## src/hdl/adcsq_consts.svh

```systemverilog
// Constants for the converter sequencer
`ifndef ADCSQ_CONSTS_SVH
`define ADCSQ_CONSTS_SVH
`define ADCSQ_SAMPLE_TICKS 4
`define ADCSQ_CONV_TICKS   12
`define ADCSQ_SEL_W        3
`define ADCSQ_DIV_W        7
`define ADCSQ_BYTE_W       8
`define ADCSQ_CNT_W        4
`define ADCSQ_BUSYCNT_W    12
`define ADCSQ_RESULT_RST   12'h000
`endif

```

## src/hdl/adcsq_pkg.sv

```systemverilog
// Types for the converter sequencer
package adcsq_pkg;
  typedef enum logic [1:0] {
    ST_IDLE,
    ST_SAMPLE,
    ST_CONVERT
  } adcsq_state_t;
endpackage

```

## src/hdl/adcsq_tick_if.sv

```systemverilog
// Conversion clock tick link between sequencer and divider
`timescale 1ns/1ps
`include "adcsq_consts.svh"
interface adcsq_tick_if;
  logic                      restart;
  logic [`ADCSQ_SEL_W-1:0]   sel;
  logic                      tick;
  modport ctrl (output restart, output sel, input tick);
  modport div  (input restart, input sel, output tick);
endinterface

```

## src/hdl/adcsq_top.sv

```systemverilog
// Conversion sequencer for a successive-approximation converter
//
// Operation
// [RQ1] Start pulse high then low triggers conversion
// [RQ2] Busy flag set when conversion starts
// [RQ3] Busy flag cleared when conversion finishes
// [RQ4] Completion sets flag; request only when enabled
// [RQ5] Software may poll busy instead of interrupt
// [RQ6] Conversion clock is system clock over 2**select
// [RQ7] Software keeps conversion clock 0.5 to 10 us
// [RQ8] Converter powered only while power enable high
// [RQ9] Software waits settling delay after power on
// [RQ10] Software clears power enable when idle
// [RQ11] Sampling phase lasts four conversion clocks
// [RQ12] Conversion phase lasts twelve conversion clocks
// [RQ13] Conversion runs autonomously without stalling processor
// [RQ14] Result readable once busy goes low
// [RQ15] Power off mid-conversion aborts without flag
`timescale 1ns/1ps
`include "adcsq_consts.svh"
module adcsq_top
  import adcsq_pkg::*;
#(
  parameter int SAMPLE_TICKS = `ADCSQ_SAMPLE_TICKS,
  parameter int RES_W        = `ADCSQ_CONV_TICKS
) (
  input  wire logic                      I_CLK,              // System clock, 250 MHz
  input  wire logic                      I_RESET_N,          // Synchronous reset, active low
  input  wire logic                      I_POWER_EN,         // Converter power enable
  input  wire logic                      I_START,            // Start control bit
  input  wire logic [`ADCSQ_SEL_W-1:0]   I_DIV_SEL,          // Conversion clock divider select
  input  wire logic                      I_INT_EN,           // Converter interrupt enable
  input  wire logic                      I_INT_FLAG_CLR,     // Clear request flag, pulse
  input  wire logic                      I_SAR_CMP,          // Comparator: input >= trial
  output logic                           O_BUSY,             // Conversion busy flag
  output logic                           O_INT_FLAG,         // Interrupt request flag
  output logic                           O_INT_REQ,          // Internal interrupt request
  output logic [`ADCSQ_BYTE_W-1:0]       O_RESULT_HIGH_BYTE, // Result upper bits
  output logic [`ADCSQ_BYTE_W-1:0]       O_RESULT_LOW_BYTE,  // Result lower byte
  output logic [RES_W-1:0]               O_SAR_TRIAL,        // Trial code to DAC
  output logic                           O_SAMPLE,           // Sample switch closed
  output logic                           O_ANALOG_POWER      // Analog circuitry powered
);

  adcsq_tick_if tk ();

  adcsq_state_t                 state_q;
  logic                         start_q;
  logic                         start_fall;
  logic                         start_rise;
  logic                         launch;
  logic                         abort;
  logic                         sample_end;
  logic                         done;
  logic [`ADCSQ_CNT_W-1:0]      samp_cnt_q;
  logic [RES_W-1:0]             bit_q;
  logic [RES_W-1:0]             trial_q;
  logic [RES_W-1:0]             trial_d;
  logic [RES_W-1:0]             result_q;
  logic [`ADCSQ_SEL_W-1:0]      sel_q;
  logic                         busy_q;
  logic                         flag_q;
  logic                         req_q;
  logic                         sample_q;
  logic                         power_q;
  logic [`ADCSQ_BUSYCNT_W-1:0]  busy_cnt_q;

  adcsq_clkdiv u_div (
    .i_clk     (I_CLK),
    .i_reset_n (I_RESET_N),
    .tk        (tk)
  );

  //----------------------------------------------------------------
  // Start pulse detection
  //----------------------------------------------------------------
  always_ff @(posedge I_CLK) begin
    if (!I_RESET_N) begin
      start_q <= 1'b0;
    end else begin
      start_q <= I_START;
    end
  end

  assign start_fall = start_q && !I_START;
  assign start_rise = !start_q && I_START;
  // Trigger only on the falling end of a full pulse while powered
  assign launch     = start_fall && I_POWER_EN && (state_q == ST_IDLE); // [RQ1] [RQ8]
  // Power loss or a new rising start resets the converter
  assign abort      = (state_q != ST_IDLE) && (!I_POWER_EN || start_rise); // [RQ15]
  assign sample_end = (state_q == ST_SAMPLE) && tk.tick
                      && (samp_cnt_q == `ADCSQ_CNT_W'(SAMPLE_TICKS - 1)); // [RQ11]
  assign done       = (state_q == ST_CONVERT) && tk.tick && bit_q[0] && !abort; // [RQ12]

  assign tk.restart = launch;
  assign tk.sel     = sel_q;

  //----------------------------------------------------------------
  // Sequencer
  //----------------------------------------------------------------
  // Runs on its own once launched, processor never waits
  always_ff @(posedge I_CLK) begin // [RQ13]
    if (!I_RESET_N) begin
      state_q <= ST_IDLE;
    end else if (abort) begin
      state_q <= ST_IDLE;
    end else begin
      case (state_q)
        ST_IDLE: begin
          if (launch) begin
            state_q <= ST_SAMPLE;
          end
        end
        ST_SAMPLE: begin
          if (sample_end) begin
            state_q <= ST_CONVERT;
          end
        end
        ST_CONVERT: begin
          if (done) begin
            state_q <= ST_IDLE;
          end
        end
        default: begin
          state_q <= ST_IDLE;
        end
      endcase
    end
  end

  always_ff @(posedge I_CLK) begin
    if (!I_RESET_N) begin
      sel_q <= '0;
    end else if (launch) begin
      sel_q <= I_DIV_SEL; // [RQ6]
    end
  end

  always_ff @(posedge I_CLK) begin
    if (!I_RESET_N || launch) begin
      samp_cnt_q <= '0;
    end else if ((state_q == ST_SAMPLE) && tk.tick) begin
      samp_cnt_q <= samp_cnt_q + 1'b1; // [RQ11]
    end
  end

  //----------------------------------------------------------------
  // Successive approximation, one bit per conversion clock
  //----------------------------------------------------------------
  always_comb begin
    trial_d = (I_SAR_CMP ? trial_q : (trial_q & ~bit_q)) | (bit_q >> 1);
  end

  always_ff @(posedge I_CLK) begin
    if (!I_RESET_N || launch || abort) begin
      bit_q   <= '0;
      trial_q <= '0;
    end else if (sample_end) begin
      bit_q   <= {1'b1, {(RES_W-1){1'b0}}};
      trial_q <= {1'b1, {(RES_W-1){1'b0}}};
    end else if ((state_q == ST_CONVERT) && tk.tick) begin
      bit_q   <= bit_q >> 1; // [RQ12]
      trial_q <= trial_d;
    end
  end

  always_ff @(posedge I_CLK) begin
    if (!I_RESET_N) begin
      result_q <= `ADCSQ_RESULT_RST;
    end else if (done) begin
      result_q <= trial_d; // [RQ14]
    end
  end

  //----------------------------------------------------------------
  // Status flags
  //----------------------------------------------------------------
  always_ff @(posedge I_CLK) begin
    if (!I_RESET_N) begin
      busy_q <= 1'b0;
    end else if (launch) begin
      busy_q <= 1'b1; // [RQ2]
    end else if (done || abort) begin
      busy_q <= 1'b0; // [RQ3] [RQ15]
    end
  end

  // Set wins over a clear in the same cycle
  always_ff @(posedge I_CLK) begin
    if (!I_RESET_N) begin
      flag_q <= 1'b0;
    end else if (done) begin
      flag_q <= 1'b1; // [RQ4]
    end else if (I_INT_FLAG_CLR) begin
      flag_q <= 1'b0;
    end
  end

  always_ff @(posedge I_CLK) begin
    if (!I_RESET_N) begin
      req_q <= 1'b0;
    end else begin
      req_q <= flag_q && I_INT_EN; // [RQ4]
    end
  end

  always_ff @(posedge I_CLK) begin
    if (!I_RESET_N) begin
      sample_q <= 1'b0;
      power_q  <= 1'b0;
    end else begin
      sample_q <= (launch || (sample_q && !sample_end)) && !abort; // [RQ11]
      power_q  <= I_POWER_EN; // [RQ8]
    end
  end

  assign O_BUSY             = busy_q;
  assign O_INT_FLAG         = flag_q;
  assign O_INT_REQ          = req_q;
  assign O_RESULT_HIGH_BYTE = `ADCSQ_BYTE_W'(result_q >> `ADCSQ_BYTE_W);
  assign O_RESULT_LOW_BYTE  = result_q[`ADCSQ_BYTE_W-1:0];
  assign O_SAR_TRIAL        = trial_q;
  assign O_SAMPLE           = sample_q;
  assign O_ANALOG_POWER     = power_q;

  //----------------------------------------------------------------
  // Checks
  //----------------------------------------------------------------
  always_ff @(posedge I_CLK) begin
    if (!I_RESET_N || !busy_q) begin
      busy_cnt_q <= '0;
    end else begin
      busy_cnt_q <= busy_cnt_q + 1'b1;
    end
  end

  property p_start_busy;
    @(posedge I_CLK) disable iff (!I_RESET_N)
    (start_q && !I_START && I_POWER_EN && !O_BUSY) |=> O_BUSY;
  endproperty
  a_start_busy: assert property (p_start_busy) else $error("busy not set by start"); // [RQ2]

  property p_busy_cause;
    @(posedge I_CLK) disable iff (!I_RESET_N)
    $rose(O_BUSY) |-> $past(start_q && !I_START && I_POWER_EN);
  endproperty
  a_busy_cause: assert property (p_busy_cause) else $error("busy without start pulse"); // [RQ1]

  property p_length;
    @(posedge I_CLK) disable iff (!I_RESET_N)
    done |-> (busy_cnt_q == `ADCSQ_BUSYCNT_W'(((SAMPLE_TICKS + RES_W) << sel_q) - 1));
  endproperty
  a_length: assert property (p_length) else $error("conversion length wrong"); // [RQ12]

  property p_sample_phase;
    @(posedge I_CLK) disable iff (!I_RESET_N)
    $rose(state_q == ST_CONVERT) |-> $past(busy_cnt_q)
      == `ADCSQ_BUSYCNT_W'((SAMPLE_TICKS << sel_q) - 1);
  endproperty
  a_sample_phase: assert property (p_sample_phase) else $error("sampling length wrong"); // [RQ11]

  property p_done_status;
    @(posedge I_CLK) disable iff (!I_RESET_N)
    done |=> (!O_BUSY && O_INT_FLAG
              && (O_RESULT_LOW_BYTE == $past(trial_d[`ADCSQ_BYTE_W-1:0])));
  endproperty
  a_done_status: assert property (p_done_status) else $error("completion status wrong"); // [RQ3]

  property p_irq_enabled;
    @(posedge I_CLK) disable iff (!I_RESET_N)
    (done && I_INT_EN) ##1 I_INT_EN |=> O_INT_REQ;
  endproperty
  a_irq_enabled: assert property (p_irq_enabled) else $error("request missing"); // [RQ4]

  property p_irq_gated;
    @(posedge I_CLK) disable iff (!I_RESET_N)
    $past(!I_INT_EN) |-> !O_INT_REQ;
  endproperty
  a_irq_gated: assert property (p_irq_gated) else $error("request while disabled"); // [RQ4]

  property p_power_abort;
    @(posedge I_CLK) disable iff (!I_RESET_N)
    (!I_POWER_EN && O_BUSY) |=> (!O_BUSY && !$rose(O_INT_FLAG) && !O_SAMPLE);
  endproperty
  a_power_abort: assert property (p_power_abort) else $error("abort failed"); // [RQ15]

  property p_result_hold;
    @(posedge I_CLK) disable iff (!I_RESET_N)
    O_BUSY ##1 O_BUSY |-> $stable(result_q);
  endproperty
  a_result_hold: assert property (p_result_hold) else $error("result moved while busy"); // [RQ14]

  c_done:     cover property (@(posedge I_CLK) disable iff (!I_RESET_N) done);
  c_abort:    cover property (@(posedge I_CLK) disable iff (!I_RESET_N)
                              O_BUSY && !I_POWER_EN);
  c_irq:      cover property (@(posedge I_CLK) disable iff (!I_RESET_N) $rose(O_INT_REQ));
  c_slow_div: cover property (@(posedge I_CLK) disable iff (!I_RESET_N)
                              done && (sel_q == 3'h7));

endmodule

```

## src/hdl/adcsq_clkdiv.sv

```systemverilog
// Power-of-two divider producing conversion clock ticks
`timescale 1ns/1ps
`include "adcsq_consts.svh"
module adcsq_clkdiv
  import adcsq_pkg::*;
#(
  parameter int DIV_W = `ADCSQ_DIV_W
) (
  input  wire logic     i_clk,     // System clock
  input  wire logic     i_reset_n, // Synchronous reset, active low
  adcsq_tick_if.div     tk         // Tick link
);

  logic [DIV_W-1:0] cnt_q;
  logic [DIV_W-1:0] mask;

  // Low bits that must all be set for a tick
  function automatic logic [DIV_W-1:0] sel_mask(input logic [`ADCSQ_SEL_W-1:0] sel);
    sel_mask = DIV_W'((1 << sel) - 1);
  endfunction

  always_ff @(posedge i_clk) begin
    if (!i_reset_n || tk.restart) begin
      cnt_q <= '0;
    end else begin
      cnt_q <= cnt_q + 1'b1;
    end
  end

  assign mask    = sel_mask(tk.sel);
  // One tick every 2**sel system clocks after a restart
  assign tk.tick = !tk.restart && ((cnt_q & mask) == mask); // [RQ6]

endmodule

```

## config.mk

```make
export PLATFORM = sky130hd
export DESIGN_NAME = adcsq_top
export DESIGN_NICKNAME = d
export VERILOG_FILES = /design/src/hdl/adcsq_pkg.sv /design/src/hdl/adcsq_tick_if.sv /design/src/hdl/adcsq_top.sv /design/src/hdl/adcsq_clkdiv.sv
export VERILOG_INCLUDE_DIRS = /design/src /design/src/hdl
export SDC_FILE = /design/constraint.sdc
export NUM_CORES = 1
export LEC_CHECK = 0
export BUFFER_PORTS_ARGS = -buffer_cell sky130_fd_sc_hd__buf_2
export CORE_MARGIN = 2
export CORE_UTILIZATION = 58
export DETAILED_ROUTE_END_ITERATION = 12
export GPL_TIMING_DRIVEN = 0
export PLACE_DENSITY = 0.83
export SETUP_SLACK_MARGIN = 0.5
export SLEW_MARGIN = 5
export SYNTH_ARGS = -nofsm -noshare
export SYNTH_HDL_FRONTEND = slang
export SYNTH_SLANG_ARGS = --single-unit
```

## constraint.sdc

```tcl
create_clock -name I_CLK -period 2.98 [get_ports I_CLK]
set_clock_uncertainty 0.1 [all_clocks]
set_input_delay 0.894 -clock I_CLK [delete_from_list [all_inputs] [get_ports I_CLK]]
set_output_delay 0.894 -clock I_CLK [all_outputs]
set_load 0.01 [all_outputs]
```

==> results.md <==
* Status: completed
* Worst Reg-to-Reg Cells at 6
* Number of stages on the worst setup path at 6
* Sequential share of the synthesized area at 50.5%
* Worst skew pair latency at 0.34 ns
* Syn Inst Count at 230
* Total grt overflow at 0
* Data arrival, critical path at around 2.5 ns
* Least-Margin Pin Slew at 0.531 ns
* Largest net degree at the start of global routing at 12
* Max IR drop VDD at 0.339 mV
* Type of the worst setup path: primary input to register
* Clock Path Buffers at 2
* Fin Setup TNS at 0 ns
* Required time of the critical path at slightly above 3 ns
* FMAX at 0.428 GHz
* Core ar. at 0.00374 mm2
* Drt initial violations at 61
* Layout cell share with drive strength beyond 1 at around 26%
* Synth cell types at 41
* Top_reg_cell synth: dfxtp_1
* R2R setup slack at 0.81 ns
* Final setup violating endpoints at 0
* Post-Route Utilization at 74.1%
* Die X at 67.0 um
* #FFs+latches synth at 58
* Post-synth EDFFs at 0
* Worst Hold Class: register to register
* Top delay family on crit path: simple AND/OR/NAND/NOR gates
* Final-stage net count at 293
* GPL Wtd Cong at between 0.8 and 0.9
* # IOs at 43
* Die area at 0.00449 mm2
* Port bufs at 37
* Clock sinks at 58
* Asr flop ratio synth at 0%
* Tmin final at between 2 and 2.5 ns
* CP startpoint: I_START
* DRC viols at 0
* Syn-to-layout area delta at 20.6%
* Row cnt at 22
* Synthesis Warnings at 0
* Mapped Area at about 0.0023 mm2
* Routed vias at 1,869
* Initial antenna violation count at 0
* CTS root buffer: clkbuf_8
* Slowest stage delay, CP at 0.46 ns
* CTS tree: yes
* Lkg Pwr at between 1 and 1.5 nW
* Mean area per synthesized cell at 10.0 um2
* DRT antenna net count at 0
* Routed len/inst at 14.6 um
* CTS clk-pin slew, worst paths at about 0.070 ns
* CP Cell Sequence: buf_2 > nand4b_1 > o211ai_1 > and3b_1 > buf_4 > a22o_1
* Crit Reg-Reg Startpoint: state_q[0]
* Pre-antenna DRT Iters at 4
* ANT cells at 0
* Final WL at 4890 um
* Slew HR at 64.6%
* PostCTS Resize Cnt at 0
* TritonCTS Buffers at 9
* Die Y at 67.0 um
* Worst reg2reg path endpoint: bit_q[10]
* P per Cell Area at slightly below 600 mW/mm2
* RSZ-0062 raised after global routing: false
* Most numerous cell in the Yosys netlist: dfxtp_1
* Ranking of synthesized cells by area: dfxtp_1, a21oi_1, a22o_1
* Number of H-tree levels at 3
* GR Util All Layers at 24.8%
* Starting Density at between 60% and 70%
* Area share of the largest cell type after synthesis at 50.5%
* Area leader, netlist: dfxtp_1
* Synth top cells by count: dfxtp_1, a21oi_1, nand2_1, nor2_1
* First-pass GRT wire length at about 8000 um
* CP max-delay cell: nand4b_1
* WP buf/inv at 2
* Crit Path Max Fanout at 10
* Vias in the first global route at ~1,800
* Final Hold Fails at 0
* Vias/cell at 5.60
* Endpoint class of the critical path: register
* Startpoint Class: primary input
* Post-CTS setup repair buffer count at 0
* Final period util at 78.4%
* HPWL after DPL at 3280 um
* Final Max Tran Viols at 0
* Hold buffers post-CTS at 0
* Fillers at 289
* Critical Path Sink: bit_q[10]
* Max cap viols at 0
## worst min path at each step
stage                   start  slack (ns)              to  cells after the start
2_1_floorplan  u_div.cnt_q[0]        0.35  u_div.cnt_q[0]                      1
3_3_place_gp     result_q[11]        0.35    result_q[11]                      2
3_5_place_dp     result_q[11]        0.36    result_q[11]                      2
4_1_cts          result_q[11]        0.37    result_q[11]                      2
5_1_grt        O_SAR_TRIAL[0]        0.41  O_SAR_TRIAL[0]                      1
6_report         result_q[11]        0.37    result_q[11]                      2
## flip-flops by register name (all words and copies together), names as in the netlist
| signal | cells |
|---|---|
| sel_q | 3 |
| start_q | 1 |
| u_div.cnt_q | 7 |
| bit_q | 12 |
| O_BUSY | 1 |
| O_INT_REQ | 1 |
| O_SAR_TRIAL | 12 |
| state_q | 2 |
| O_INT_FLAG | 1 |
| samp_cnt_q | 4 |
| result_q | 12 |
| O_ANALOG_POWER | 1 |
| O_SAMPLE | 1 |
## power by group
group,switching [mW],internal [mW]
Combinational,0.0455,0.0282
Sequential,0.00654,0.783
Clock,0.321,0.468
## layer usage
layer  vias up  GRT usage [%]  routed length, um
li1        936              -                  -
met1       883           29.0               2230
met2        39           40.3               2330
met3        11           7.09                205
met4         0           14.0                121
met5         -              0                  0
## cells in the final DEF, fill, tap and decap left out, drive strengths merged, types with 3 or more instances in the layout
cell	netlist	routed
a211oi	11	11
a21boi	3	3
a21oi	28	28
a22o	11	11
a31o	4	4
and2	3	3
and3	4	4
buf	9	46
clkbuf	6	15
clkinv	1	4
conb	1	4
dfxtp	58	58
inv	6	6
mux2i	5	5
nand2	15	15
nand3	5	5
nand4	4	4
nor2	15	15
nor2b	3	3
o2bb2ai	11	11
xor2	4	4
## worst min-delay path: stages (launching register included)
cell and delay, ns:
dfxtp_1 0.31, nand2_1 0.06, mux2i_1 0.05
## stage by stage
step           cells  instance area (um2)  setup slack [ns]  total power [mW]  hold WS [ns]
6_report         334                 2780             0.643              1.65         0.368
5_1_grt          334                 2780             0.524              1.71         0.410
4_1_cts          334                 2780             0.663              1.66         0.374
3_5_place_dp     318                 2560             0.310             0.880         0.362
3_3_place_gp     318                 2560             0.306             0.878         0.355
2_1_floorplan    233                 2310             0.700             0.858         0.345
## layout make-up
type / count / area (um2) / share of cell area, %
Sequential cell: 58 / 1160 / 41.8
Tap cell: 48 / 60.1 / 2.16
Clock inverter: 7 / 93.8 / 3.38
Multi-Input combinational cell: 153 / 1040 / 37.5
Clock buffer: 9 / 124 / 4.46
Inverter: 7 / 26.3 / 0.947
Buffer: 15 / 85.1 / 3.07
Timing Repair Buffer: 37 / 185 / 6.67
## logic make-up after synthesis
| kind of cell | after synthesis | synth area share [%] |
|---|---|---|
| and+or+nand+nor | 57 | 13.7 |
| adders and majority gates | 2 | 1.09 |
| buffers and inverters | 22 | 4.84 |
| AOI/OAI and AO/OA | 79 | 25.3 |
| xor gates and xnor gates | 6 | 2.28 |
| other | 1 | 0.163 |
| muxes | 5 | 2.18 |
| DFF | 58 | 50.5 |
No activity file was read; power rests on OpenSTA's default activity.
